[src/cmrr_pkg.sv]
// Constants, field layout and state type for the move/rotate/return execution block.
// Assumes a 14-bit instruction word presented on the core clock by a fetch stage.
//
// How it works
// RULE_01: decode 7-bit file address, one-bit destination
// RULE_02: move copies register to accumulator or back
// RULE_03: move sets zero flag from moved value
// RULE_04: idle only advances the program counter
// RULE_05: interrupt exit loads stack top, sets enable
// RULE_06: rotate left through carry, carry only
// RULE_07: rotate right through carry, carry only
// RULE_08: literal exit loads immediate into accumulator
// RULE_09: literal exit reloads counter, two cycles
// RULE_10: subroutine exit pops stack, two cycles
package cmrr_pkg;
   // ----------------------------------------------------------------
   // widths
   // ----------------------------------------------------------------
   localparam int INSTR_W     = 14;
   localparam int ADDR_W      = 7;
   localparam int DATA_W      = 8;
   localparam int PC_W        = 13;
   localparam int STACK_DEPTH = 8;
   localparam int PTR_W       = 3;
   localparam int FILE_DEPTH  = 128;

   // ----------------------------------------------------------------
   // instruction field positions
   // ----------------------------------------------------------------
   localparam int OPC_MSB  = 13;
   localparam int OPC_LSB  = 8;
   localparam int PFX_LSB  = 10;
   localparam int DEST_BIT = 7;
   localparam int FILE_MSB = 6;
   localparam int LIT_MSB  = 7;

   // ----------------------------------------------------------------
   // encodings
   // ----------------------------------------------------------------
   localparam logic [5:0] OPC_FILE_MOVE = 6'h08;
   localparam logic [5:0] OPC_ROT_RIGHT = 6'h0C;
   localparam logic [5:0] OPC_ROT_LEFT  = 6'h0D;
   localparam logic [5:0] OPC_SYSTEM    = 6'h00;
   localparam logic [3:0] PFX_LIT_EXIT  = 4'hD;
   localparam logic [7:0] SYS_IDLE      = 8'h00;
   localparam logic [7:0] SYS_SUB_EXIT  = 8'h08;
   localparam logic [7:0] SYS_IRQ_EXIT  = 8'h09;
   localparam logic       DEST_ACC      = 1'h0;

   // ----------------------------------------------------------------
   // reset values and steps
   // ----------------------------------------------------------------
   localparam logic [PC_W-1:0]   PC_RESET   = 13'h0000;
   localparam logic [PC_W-1:0]   PC_STEP    = 13'h0001;
   localparam logic [DATA_W-1:0] DATA_RESET = 8'h00;
   localparam logic [DATA_W-1:0] DATA_ZERO  = 8'h00;
   localparam logic [PTR_W-1:0]  PTR_RESET  = 3'h0;
   localparam logic [PTR_W-1:0]  PTR_STEP   = 3'h1;

   typedef enum logic [0:0] {
      ST_EXEC  = 1'h0,
      ST_FLUSH = 1'h1
   } cmrr_state_t;
endpackage : cmrr_pkg

[src/cmrr_stack_if.sv]
// Carrier between the execution core and its return-address stack.
// Assumes both ends run on the same core clock.
`timescale 1ns/1ps
`default_nettype none
interface cmrr_stack_if;
   import cmrr_pkg::*;
   logic            push;
   logic            pop;
   logic [PC_W-1:0] push_data;
   logic [PC_W-1:0] top;

   modport ctrl  (output push, output pop, output push_data, input top);
   modport store (input push, input pop, input push_data, output top);
endinterface : cmrr_stack_if
`default_nettype wire

[src/cmrr_stack.sv]
// Eight-entry circular return-address stack.
// Assumes the core pops only on a return; overflow silently wraps, no error is flagged.
`timescale 1ns/1ps
`default_nettype none
module cmrr_stack
   import cmrr_pkg::*;
(
   input wire logic     i_ref_clk,
   input wire logic     i_reset_n,
   cmrr_stack_if.store  stk
);
   logic [PC_W-1:0]  mem [STACK_DEPTH];
   logic [PTR_W-1:0] ptr;
   logic [PTR_W-1:0] next_ptr;
   logic [PTR_W-1:0] wr_idx;
   logic             wr_en;

   assign stk.top = mem[ptr - PTR_STEP];

   // push and pop together replace the top entry, keeping depth unchanged
   always_comb begin
      next_ptr = ptr;
      wr_en    = stk.push;
      wr_idx   = ptr;
      if (stk.pop && stk.push) begin
         wr_idx = ptr - PTR_STEP;
      end else if (stk.pop) begin
         next_ptr = ptr - PTR_STEP;
      end else if (stk.push) begin
         next_ptr = ptr + PTR_STEP;
      end
   end

   always_ff @(posedge i_ref_clk or negedge i_reset_n) begin
      if (!i_reset_n) begin
         ptr <= PTR_RESET;
      end else begin
         ptr <= next_ptr;
      end
   end

   // entries carry no reset: contents are undefined until pushed
   always_ff @(posedge i_ref_clk) begin
      if (wr_en) begin
         mem[wr_idx] <= stk.push_data;
      end
   end
endmodule : cmrr_stack
`default_nettype wire

[src/cmrr_core.sv]
// Execution of file move, idle, rotates through carry and the three return forms.
// Assumes one instruction word per cycle from a fetch stage on the same clock,
// held off by the fetch stage while o_busy is high.
`timescale 1ns/1ps
`default_nettype none
module cmrr_core
   import cmrr_pkg::*;
(
   input  wire logic               i_ref_clk,
   input  wire logic               i_reset_n,
   input  wire logic               i_instr_valid,
   input  wire logic [INSTR_W-1:0] i_instr,
   input  wire logic               i_push_valid,
   input  wire logic [PC_W-1:0]    i_push_addr,
   input  wire logic               i_irq_enable_clr,
   input  wire logic               i_file_wr_en,
   input  wire logic [ADDR_W-1:0]  i_file_wr_addr,
   input  wire logic [DATA_W-1:0]  i_file_wr_data,
   input  wire logic [ADDR_W-1:0]  i_peek_addr,
   output logic [PC_W-1:0]         o_program_counter,
   output logic [DATA_W-1:0]       o_acc,
   output logic                    o_carry,
   output logic                    o_zero,
   output logic                    o_global_irq_enable,
   output logic                    o_busy,
   output logic [DATA_W-1:0]       o_peek_data
);
   // ----------------------------------------------------------------
   // state
   // ----------------------------------------------------------------
   cmrr_state_t      state, next_state;
   logic [PC_W-1:0]  next_pc;
   logic [DATA_W-1:0] next_acc, next_peek;
   logic             next_carry, next_zero, next_gie, next_busy;
   logic [DATA_W-1:0] file_mem [FILE_DEPTH];
   logic             wr_en;
   logic [ADDR_W-1:0] wr_addr;
   logic [DATA_W-1:0] wr_data;

   cmrr_stack_if stk ();

   cmrr_stack u_stack (
      .i_ref_clk (i_ref_clk),
      .i_reset_n (i_reset_n),
      .stk       (stk.store)
   );

   // ----------------------------------------------------------------
   // decode
   // ----------------------------------------------------------------
   logic              take, dest_file;
   logic [5:0]        opc;
   logic [ADDR_W-1:0] faddr;
   logic [DATA_W-1:0] fval, lit, result;
   logic              is_move, is_rl, is_rr, is_lit, is_sub, is_irq, is_idle;

   assign take      = i_instr_valid && (state == ST_EXEC);
   assign opc       = i_instr[OPC_MSB:OPC_LSB];
   assign dest_file = i_instr[DEST_BIT] != DEST_ACC;          // [RULE_01]
   assign faddr     = i_instr[FILE_MSB:0];                    // [RULE_01]
   assign lit       = i_instr[LIT_MSB:0];
   assign fval      = file_mem[faddr];
   assign is_lit    = take && (i_instr[OPC_MSB:PFX_LSB] == PFX_LIT_EXIT);
   assign is_move   = take && !is_lit && (opc == OPC_FILE_MOVE);
   assign is_rl     = take && !is_lit && (opc == OPC_ROT_LEFT);
   assign is_rr     = take && !is_lit && (opc == OPC_ROT_RIGHT);
   assign is_sub    = take && !is_lit && (opc == OPC_SYSTEM) && (lit == SYS_SUB_EXIT);
   assign is_irq    = take && !is_lit && (opc == OPC_SYSTEM) && (lit == SYS_IRQ_EXIT);
   // unassigned codes fall through as idle, so a bad fetch never stalls the core
   assign is_idle   = take && !(is_lit || is_move || is_rl || is_rr || is_sub || is_irq);

   // ----------------------------------------------------------------
   // next-state logic
   // ----------------------------------------------------------------
   always_comb begin
      next_state    = ST_EXEC;
      next_pc       = o_program_counter;
      next_acc      = o_acc;
      next_carry    = o_carry;
      next_zero     = o_zero;
      next_gie      = o_global_irq_enable && !i_irq_enable_clr;
      result        = fval;
      wr_en         = i_file_wr_en;
      wr_addr       = i_file_wr_addr;
      wr_data       = i_file_wr_data;
      stk.pop       = 1'h0;
      stk.push      = i_push_valid;
      stk.push_data = i_push_addr;
      if (is_move || is_rl || is_rr) begin
         next_pc = o_program_counter + PC_STEP;
         if (is_move) begin
            result    = fval;                                  // [RULE_02]
            next_zero = (fval == DATA_ZERO);                   // [RULE_03]
         end else if (is_rl) begin
            result     = {fval[DATA_W-2:0], o_carry};          // [RULE_06]
            next_carry = fval[DATA_W-1];                       // [RULE_06]
         end else begin
            result     = {o_carry, fval[DATA_W-1:1]};          // [RULE_07]
            next_carry = fval[0];                              // [RULE_07]
         end
         // core writes win over the side write port in the same cycle
         if (dest_file) begin
            wr_en   = 1'h1;                                    // [RULE_02]
            wr_addr = faddr;
            wr_data = result;
         end else begin
            next_acc = result;                                 // [RULE_02]
         end
      end else if (is_lit || is_sub || is_irq) begin
         next_pc    = stk.top;                                 // [RULE_05] [RULE_09] [RULE_10]
         stk.pop    = 1'h1;                                    // [RULE_10]
         next_state = ST_FLUSH;                                // [RULE_09] [RULE_10]
         if (is_lit) begin
            next_acc = lit;                                    // [RULE_08]
         end
         if (is_irq) begin
            next_gie = 1'h1;                                   // [RULE_05]
         end
      end else if (is_idle) begin
         next_pc = o_program_counter + PC_STEP;                // [RULE_04]
      end
      next_busy = (next_state == ST_FLUSH);
      next_peek = (wr_en && (wr_addr == i_peek_addr)) ? wr_data : file_mem[i_peek_addr];
   end

   // ----------------------------------------------------------------
   // registers
   // ----------------------------------------------------------------
   always_ff @(posedge i_ref_clk or negedge i_reset_n) begin
      if (!i_reset_n) begin
         state               <= ST_EXEC;
         o_program_counter   <= PC_RESET;
         o_acc               <= DATA_RESET;
         o_carry             <= 1'h0;
         o_zero              <= 1'h0;
         o_global_irq_enable <= 1'h0;
         o_busy              <= 1'h0;
         o_peek_data         <= DATA_RESET;
      end else begin
         state               <= next_state;
         o_program_counter   <= next_pc;
         o_acc               <= next_acc;
         o_carry             <= next_carry;
         o_zero              <= next_zero;
         o_global_irq_enable <= next_gie;
         o_busy              <= next_busy;
         o_peek_data         <= next_peek;
      end
   end

   always_ff @(posedge i_ref_clk) begin
      if (wr_en) begin
         file_mem[wr_addr] <= wr_data;
      end
   end

   // ----------------------------------------------------------------
   // assertions
   // ----------------------------------------------------------------
   move_to_acc_a: assert property ( // [RULE_02]
      @(posedge i_ref_clk) disable iff (!i_reset_n)
      is_move && !dest_file |=> o_acc == $past(fval))
      else $error("move to accumulator lost the value");

   move_zero_a: assert property ( // [RULE_03]
      @(posedge i_ref_clk) disable iff (!i_reset_n)
      is_move |=> (o_zero == ($past(fval) == DATA_ZERO)) && $stable(o_carry))
      else $error("move zero flag wrong");

   move_back_a: assert property ( // [RULE_02]
      @(posedge i_ref_clk) disable iff (!i_reset_n)
      is_move && dest_file && (faddr == i_peek_addr) |=> o_peek_data == $past(fval))
      else $error("move back changed the register");

   idle_hold_a: assert property ( // [RULE_04]
      @(posedge i_ref_clk) disable iff (!i_reset_n)
      is_idle && !i_irq_enable_clr |=> o_program_counter == $past(o_program_counter) + PC_STEP
         && $stable(o_acc) && $stable(o_carry) && $stable(o_zero)
         && $stable(o_global_irq_enable) && !o_busy)
      else $error("idle changed state");

   irq_exit_a: assert property ( // [RULE_05]
      @(posedge i_ref_clk) disable iff (!i_reset_n)
      is_irq |=> o_global_irq_enable && (o_program_counter == $past(stk.top))
         && $stable(o_zero) && $stable(o_carry))
      else $error("interrupt exit wrong");

   rot_left_a: assert property ( // [RULE_06]
      @(posedge i_ref_clk) disable iff (!i_reset_n)
      is_rl && !dest_file |=> o_acc == {$past(fval[DATA_W-2:0]), $past(o_carry)}
         && o_carry == $past(fval[DATA_W-1]) && $stable(o_zero))
      else $error("rotate left wrong");

   rot_right_a: assert property ( // [RULE_07]
      @(posedge i_ref_clk) disable iff (!i_reset_n)
      is_rr && !dest_file |=> o_acc == {$past(o_carry), $past(fval[DATA_W-1:1])}
         && o_carry == $past(fval[0]) && $stable(o_zero))
      else $error("rotate right wrong");

   lit_value_a: assert property ( // [RULE_08]
      @(posedge i_ref_clk) disable iff (!i_reset_n)
      is_lit |=> o_acc == $past(lit) && $stable(o_zero) && $stable(o_carry))
      else $error("literal exit value wrong");

   lit_cycles_a: assert property ( // [RULE_09]
      @(posedge i_ref_clk) disable iff (!i_reset_n)
      is_lit |=> o_busy && (o_program_counter == $past(stk.top)) ##1 !o_busy)
      else $error("literal exit not two cycles");

   sub_exit_a: assert property ( // [RULE_10]
      @(posedge i_ref_clk) disable iff (!i_reset_n)
      is_sub |=> o_busy && (o_program_counter == $past(stk.top)) && $stable(o_acc)
         ##1 !o_busy && $stable(o_program_counter))
      else $error("subroutine exit wrong");

   // a word offered in the dead cycle after a return must leave no trace
   flush_hold_a: assert property ( // [RULE_09] [RULE_10]
      @(posedge i_ref_clk) disable iff (!i_reset_n)
      o_busy |=> $stable(o_program_counter) && $stable(o_acc) && $stable(o_carry)
         && $stable(o_zero) && !o_busy)
      else $error("instruction taken in dead cycle");

   dest_keep_a: assert property ( // [RULE_01]
      @(posedge i_ref_clk) disable iff (!i_reset_n)
      (is_move || is_rl || is_rr) && dest_file |=> $stable(o_acc))
      else $error("file destination touched the accumulator");
endmodule : cmrr_core
`default_nettype wire

[config.mk]
export PLATFORM = sky130hd
export DESIGN_NAME = cmrr_core
export DESIGN_NICKNAME = d
export VERILOG_FILES = /design/src/cmrr_pkg.sv /design/src/cmrr_stack_if.sv /design/src/cmrr_stack.sv /design/src/cmrr_core.sv
export SDC_FILE = /design/constraint.sdc
export NUM_CORES = 2
export LEC_CHECK = 0
export BUFFER_PORTS_ARGS = -buffer_cell sky130_fd_sc_hd__buf_2
export CAP_MARGIN = 20
export CORE_UTILIZATION = 38
export CTS_CLUSTER_DIAMETER = 100
export DETAILED_ROUTE_END_ITERATION = 7
export PLACE_DENSITY_LB_ADDON = 0.12
export SLEW_MARGIN = 10
export SYNTH_ARGS = -nofsm -noshare
export SYNTH_HDL_FRONTEND = slang
export SYNTH_HIERARCHICAL = 1
export SYNTH_SLANG_ARGS = --single-unit
[constraint.sdc]
create_clock -name i_ref_clk -period 15.83 [get_ports i_ref_clk]
set_input_delay 3.166 -clock i_ref_clk [delete_from_list [all_inputs] [get_ports i_ref_clk]]
set_output_delay 3.166 -clock i_ref_clk [all_outputs]
set_load 0.02 [all_outputs]
---- Yosys cells after proc, flatten, opt, wreduce, memory -nomap -nowiden ----
Memory sizes are Yosys's and may differ from the RTL's. A register that Yosys moved wholly into a read port is not among the register bits.
Index checks and enable logic that the tools add are counted.
word-level totals
  bits of input ports ..................... 55
  output and inout bits ................... 33
  RAM bits ................................ 1128
  register bits ........................... 28
  memory bits (read-only) ................. 0
  memories ................................ 2
  bits in latches ......................... 0
cells by class
  bitwise operators ....................... 3
  multiplexer cells ....................... 28
  add/subtract/negate cells ............... 3
  div/mod/pow operators ................... 0
  reductions and logical operators ........ 35
  equal/unequal tests ..................... 7
  shift operators ......................... 0
  $mul .................................... 0
  order comparisons ....................... 0
memory list
  memory       depth  width  rd ports  clocked after memory_dff  write ports  line              source
  file_mem     128    8      2         1                         1            cmrr_core.sv:35   logic [DATA_W-1:0] file_mem [FILE_DEPTH];
  u_stack.mem  8      13     1         0                         1            cmrr_stack.sv:12  logic [PC_W-1:0] mem [STACK_DEPTH];
operator list
  cell                                                                number
  8-bit two-way mux                                                   8
  13-bit two-way mux                                                  3
  6-bit by 4-bit == test with 1-bit output, second input constant     3
  8-bit by 4-bit == test with 1-bit output, second input constant     2
  7-bit two-way mux                                                   2
  13-bit by 1-bit adder with 13-bit output, second input constant     1
  1-bit logical AND                                                   12
  1-bit two-way mux                                                   12
  1-bit logical OR                                                    9
  3-bit two-way mux                                                   3
  8-bit zero test                                                     1
  6-bit zero test                                                     1
  2-bit AND reduction                                                 3
  2-bit nonzero test                                                  3
  4-bit == test, second input constant                                1
  1-bit zero test                                                     4
  3-bit by 1-bit adder with 3-bit output, second input constant       1
  1-bit NOT                                                           3
  3-bit AND reduction                                                 1
  3-bit nonzero test                                                  1
  3-bit by 1-bit subtractor with 3-bit output, second input constant  1
  2-bit != test, second input constant                                1

---- Depth between registers and ports, before layout ----
  word-level depth ........................ 16
  gate-level depth with buffers ........... 12

---- Cells and area by module ----
The synthesis kept the hierarchy.
by module, submodules not included
  module      instances  area an instance (µm²)  cells each
  cmrr_core   1          50081.8                 2604
  cmrr_stack  1          4549.4                  282

---- Worst setup path before layout ----
OpenSTA, ideal clock, no wires.
  kind .................................... input -> register
  from .................................... input port i_instr[9]
  to ...................................... memory file_mem[0][0], data pin
  setup time .............................. 0.892 ns
  required time ........................... 14.938 ns
  slack ................................... 6.293 ns
  stages .................................. 8
  arrival ................................. 8.645 ns
  buffers on the path ..................... 3
  path through ............................ or4b_4 or4b_1 nor2_1 buf_2 buf_1 clkbuf_1 nor2_1 a21oi_1
between the ends
  longest elaborated chain between the ends .. 6
ends and longest elaborated chain
  item                                      line              source
  start, declared                           cmrr_core.sv:12   input wire logic [INSTR_W-1:0] i_instr,
  6-bit by 4-bit == test with 1-bit output  cmrr_core.sv:65   assign is_rl = take && !is_lit && (opc == OPC_ROT_LEFT);
  1-bit logical AND                         cmrr_core.sv:65
  8-bit two-way mux                         cmrr_core.sv:94   end else if (is_rl) begin
  8-bit two-way mux                         cmrr_core.sv:91   if (is_move) begin
  8-bit two-way mux                         cmrr_core.sv:102  if (dest_file) begin
  8-bit two-way mux (*)                     cmrr_core.sv:89   if (is_move || is_rl || is_rr) begin
  via wr_data[0]                            cmrr_core.sv:38   logic [DATA_W-1:0] wr_data;
  end, declared                             cmrr_core.sv:35
The timed path passes the listed nets; every way through them passes the cells marked *.

---- Worst setup path after layout ----
  from .................................... input port i_instr[0]
  to ...................................... memory file_mem[67][1], data pin
between the ends
  longest elaborated chain between the ends .. 5
ends and longest elaborated chain
  item                    line
  memory 128 x 8 bit (*)  n/a
  8-bit two-way mux       cmrr_core.sv:94
  8-bit two-way mux (*)   cmrr_core.sv:91
  8-bit two-way mux (*)   cmrr_core.sv:102
  8-bit two-way mux (*)   cmrr_core.sv:89
  via wr_data[1]          cmrr_core.sv:38
Marks and branches as above.

==> metrics.md <==
| Metric | Value |
|---|---|
| Sum Neg Setup Slack | 0 ps |
| Crit start category | input pin |
| Cell-internal power | 5.61 mW |
| TritonCTS clock tree | built |
| Period minus WS final | 8310 ps |
| Seq pwr share | 46.0% |
| Share of cells above drive strength 1 | 35.6% |
| Crit path from | i_instr[0] |
| Outcome | finished clean |
| Min-delay worst type | reg2reg |
| Vias after detailed routing | 31,651 |
| Via density | 6.28 |
| Post-detail-place hpwl | 113,000 um |
| Worst vdd ir | 0.102 mV |
| Crit path capture | file_mem[67][1] |
| Fmax | 120 MHz |
| Htree depth | 4 |
| Area growth syn-to-layout | 14.1% |
| Largest net degree at the start of global routing | 129 |
| I/O Buffers | 87 |
| Yosys Warn Count | 6 |
| TritonCTS Buffers | 135 |
| Most frequent cells in the layout | 1,128 x edfxtp_1, 560 x mux4_2, 161 x nor2_1 |
| Setup Skew | 37.7 ps |
| DRT Pass-1 Iters | 6 |
| Combinational fraction of design power | 13.9% |
| Critical Path AT | 8720 ps |
| Starting DRT DRC Count | 3,902 |
| R2R Path Start | state |
| Min Hold Slack | 546 ps |
| Mapped Nets | 2,945 |
| Setup Crit Path Kind | in2reg |
| Clk network pwr share | 40.0% |
| Clock sink count | 1,164 |
| GRT Residual Overflow | 0 |
| DRC Markers | 0 |
| Slew @ Worst Pin | 1200 ps |
| Vias in the first global route | 32,353 |
| Antenna viol nets, final | 0 |
| Worst slew margin | 19.3% |
| RSZ-0062 raised after global routing | no |
| Reg2reg path depth | 8 |
| Core Area | 0.142 mm2 |
| Synth Register Bits | 1,164 |
| Finished layout cell area | 0.0623 mm2 |
| Fill cell count | 12,202 |
| Max-cap violations | 0 |
| Ys async rst share | 3.09% |
| Netlist cell types | 66 |
| Clock latency on the worst-skew pair | 790 ps |
| Sequential cell area | 0.0348 mm2 |
| CTS resizes | 0 |
| Clock slew at reported path FFs | 60 ps |
| GP Congestion | 0.883 |
| Pins Over Slew Limit | 0 |
| Post-CTS Setup Inserts | 0 |
| CP required | 16,240 ps |
| Die height | 381 um |
| Top Ports | 88 |
| CTS root buf | clkbuf_16 |
| Final nets | 3,106 |
| Avg Cell Area, Syn | 18.9 um2 |
| All-Layer GR Usage | 23.9% |
| Multi-input gate area | 0.0190 mm2 |
| Leak | 19.7 nW |
| Hold Buf Count CTS | 0 |
| Setup crit end kind | register |
| Post-synth EDFFs | 1,128 |
| Period utilization | 52.5% |
| Psw | 2.04 mW |
| FP Rows | 138 |
| Fin. Hold Viols | 0 |
| Final wirelength | 173,000 um |
| Die width | 381 um |
| Post-DP Area | 0.0579 mm2 |
| Switching fraction of total power | 26.6% |
| First-pass GRT wire length | 246,000 um |
| Register area share after synthesis | 63.7% |
| Most common cell after layout, fill and taps aside | edfxtp_1 |
| Clock Path Buffers | 3 |
| Final setup viols | 0 |
| Pwr Density | 123 mW/mm2 |
| Avg WL per Cell | 34.3 um |
| Synthesized area | 0.0546 mm2 |
| Ys flop type | edfxtp_1 |
| Initial antenna violation count | 10 |
| Initial Util | 38.4% |
| Critical Path Fanout Max | 96 |
| R2r setup slk | 10,750 ps |
| Die ar. | 0.145 mm2 |
| Cells after synthesis | 2,886 |
| Worst reg2reg endpoint | file_mem[124][2] |
==> power by group through the flow <==
stage	Combinational (mW)	Sequential [mW]	Clock [mW]
floorplan	0.658	3.60	0
global placement	1.05	3.58	0
detailed placement	1.07	3.58	0
CTS	1.08	3.52	3.11
global route	1.13	3.53	3.22
finish	1.07	3.52	3.06
==> critical path: stages <==
cell,delay (ps)
buf_8,550
buf_12,690
mux4_2,440
mux2i_1,90
o21ai_0,470
o21ai_0,580
a221oi_1,440
a211oi_1,200
a21oi_4,840
buf_4,920
==> stage by stage <==
step / power [mW] / utilization (%) / std cells / worst slack, ps
finish: 7.65 / 43.9 / 5042 / 7520
global route: 7.88 / 43.9 / 5042 / 7330
CTS: 7.71 / 43.8 / 5030 / 7610
detailed placement: 4.66 / 40.7 / 4789 / 6770
global placement: 4.63 / 40.5 / 4762 / 6950
floorplan: 4.26 / - / 2886 / 6290
==> cell families (layout without fill, tap and decap cells) <==
group / after synthesis / count (layout) / share of synthesized area (%)
buf+inv: 231 / 496 / 1.81
other cells: 0 / 1 / 0
fa+ha+maj: 4 / 4 / 0.0916
mux: 718 / 718 / 26.1
flops: 1164 / 1164 / 63.7
simple gates: 466 / 466 / 4.33
compound gates: 290 / 290 / 3.74
xor+xnor: 13 / 13 / 0.236
==> layer usage <==
metal  wire length, um  up-vias  global-route usage [%]  share of wire (%)
met4              4300        8                    6.44                2.5
met1             73200    17183                    33.8                 42
met2             81600     1496                    37.2                 47
met5                45        -                       0              0.026
met3             14000      259                    5.27                8.1
li1                  -    12705                       -                  -
==> registers in the layout (all words and copies together), names as in the netlist <==
register / flops
file_mem: 1024
o_acc: 8
o_carry: 1
o_global_irq_enable: 1
o_peek_data: 8
o_program_counter: 13
o_zero: 1
state: 1
u_stack/mem: 104
u_stack/ptr: 3
==> cell usage after synthesis (4+ instances only) <==
library cell,n,area share [%]
mux2i_1,91,1.7
nor2b_1,35,0.40
dfrtp_1,36,1.6
a22o_1,5,0.080
buf_1,40,0.27
nor4bb_1,4,0.073
a2111oi_0,21,0.34
ha_1,4,0.092
a21oi_1,38,0.35
o21ai_0,54,0.49
clkbuf_1,129,0.89
or2_2,5,0.057
mux4_2,560,23
and3_1,35,0.40
buf_6,8,0.16
nand3_1,29,0.27
xnor2_1,9,0.14
inv_1,12,0.082
a2111oi_2,6,0.16
a22oi_1,33,0.45
o22ai_1,59,0.68
edfxtp_1,1128,62
or3_1,7,0.080
nor3_1,33,0.30
o21ai_1,4,0.037
nand2b_1,13,0.15
nor2_1,171,1.2
o31ai_1,9,0.12
a211oi_1,4,0.055
a221oi_1,27,0.43
nor4_2,7,0.16
mux2_2,66,1.4
a221oi_2,8,0.22
nor3b_1,4,0.055
nor4_1,25,0.29
nand2_1,74,0.51
buf_4,4,0.055
buf_2,38,0.35
o211ai_1,10,0.14
==> final cells by class <==
cell class	instances	area share (%)
clock inverter	80	1.27
inverter	12	0.0803
clock buffer	161	5.66
sequential	1164	55.8
timing repair buffer	243	2.91
tap	1890	3.79
multi-input combinational	1491	30.5
antenna	1	0.00401
==> worst min path at each step <==
stage	from	to	slack (ps)	cells after the start
6_report	o_global_irq_enable	o_global_irq_enable	550	2
3_5_place_dp	o_global_irq_enable	o_global_irq_enable	540	2
4_1_cts	o_global_irq_enable	o_global_irq_enable	550	2
2_1_floorplan	u_stack/ptr[2]	u_stack/ptr[2]	560	2
5_1_grt	o_global_irq_enable	o_global_irq_enable	570	2
3_3_place_gp	o_global_irq_enable	o_global_irq_enable	520	2
Power figures use the tool's default switching activity.
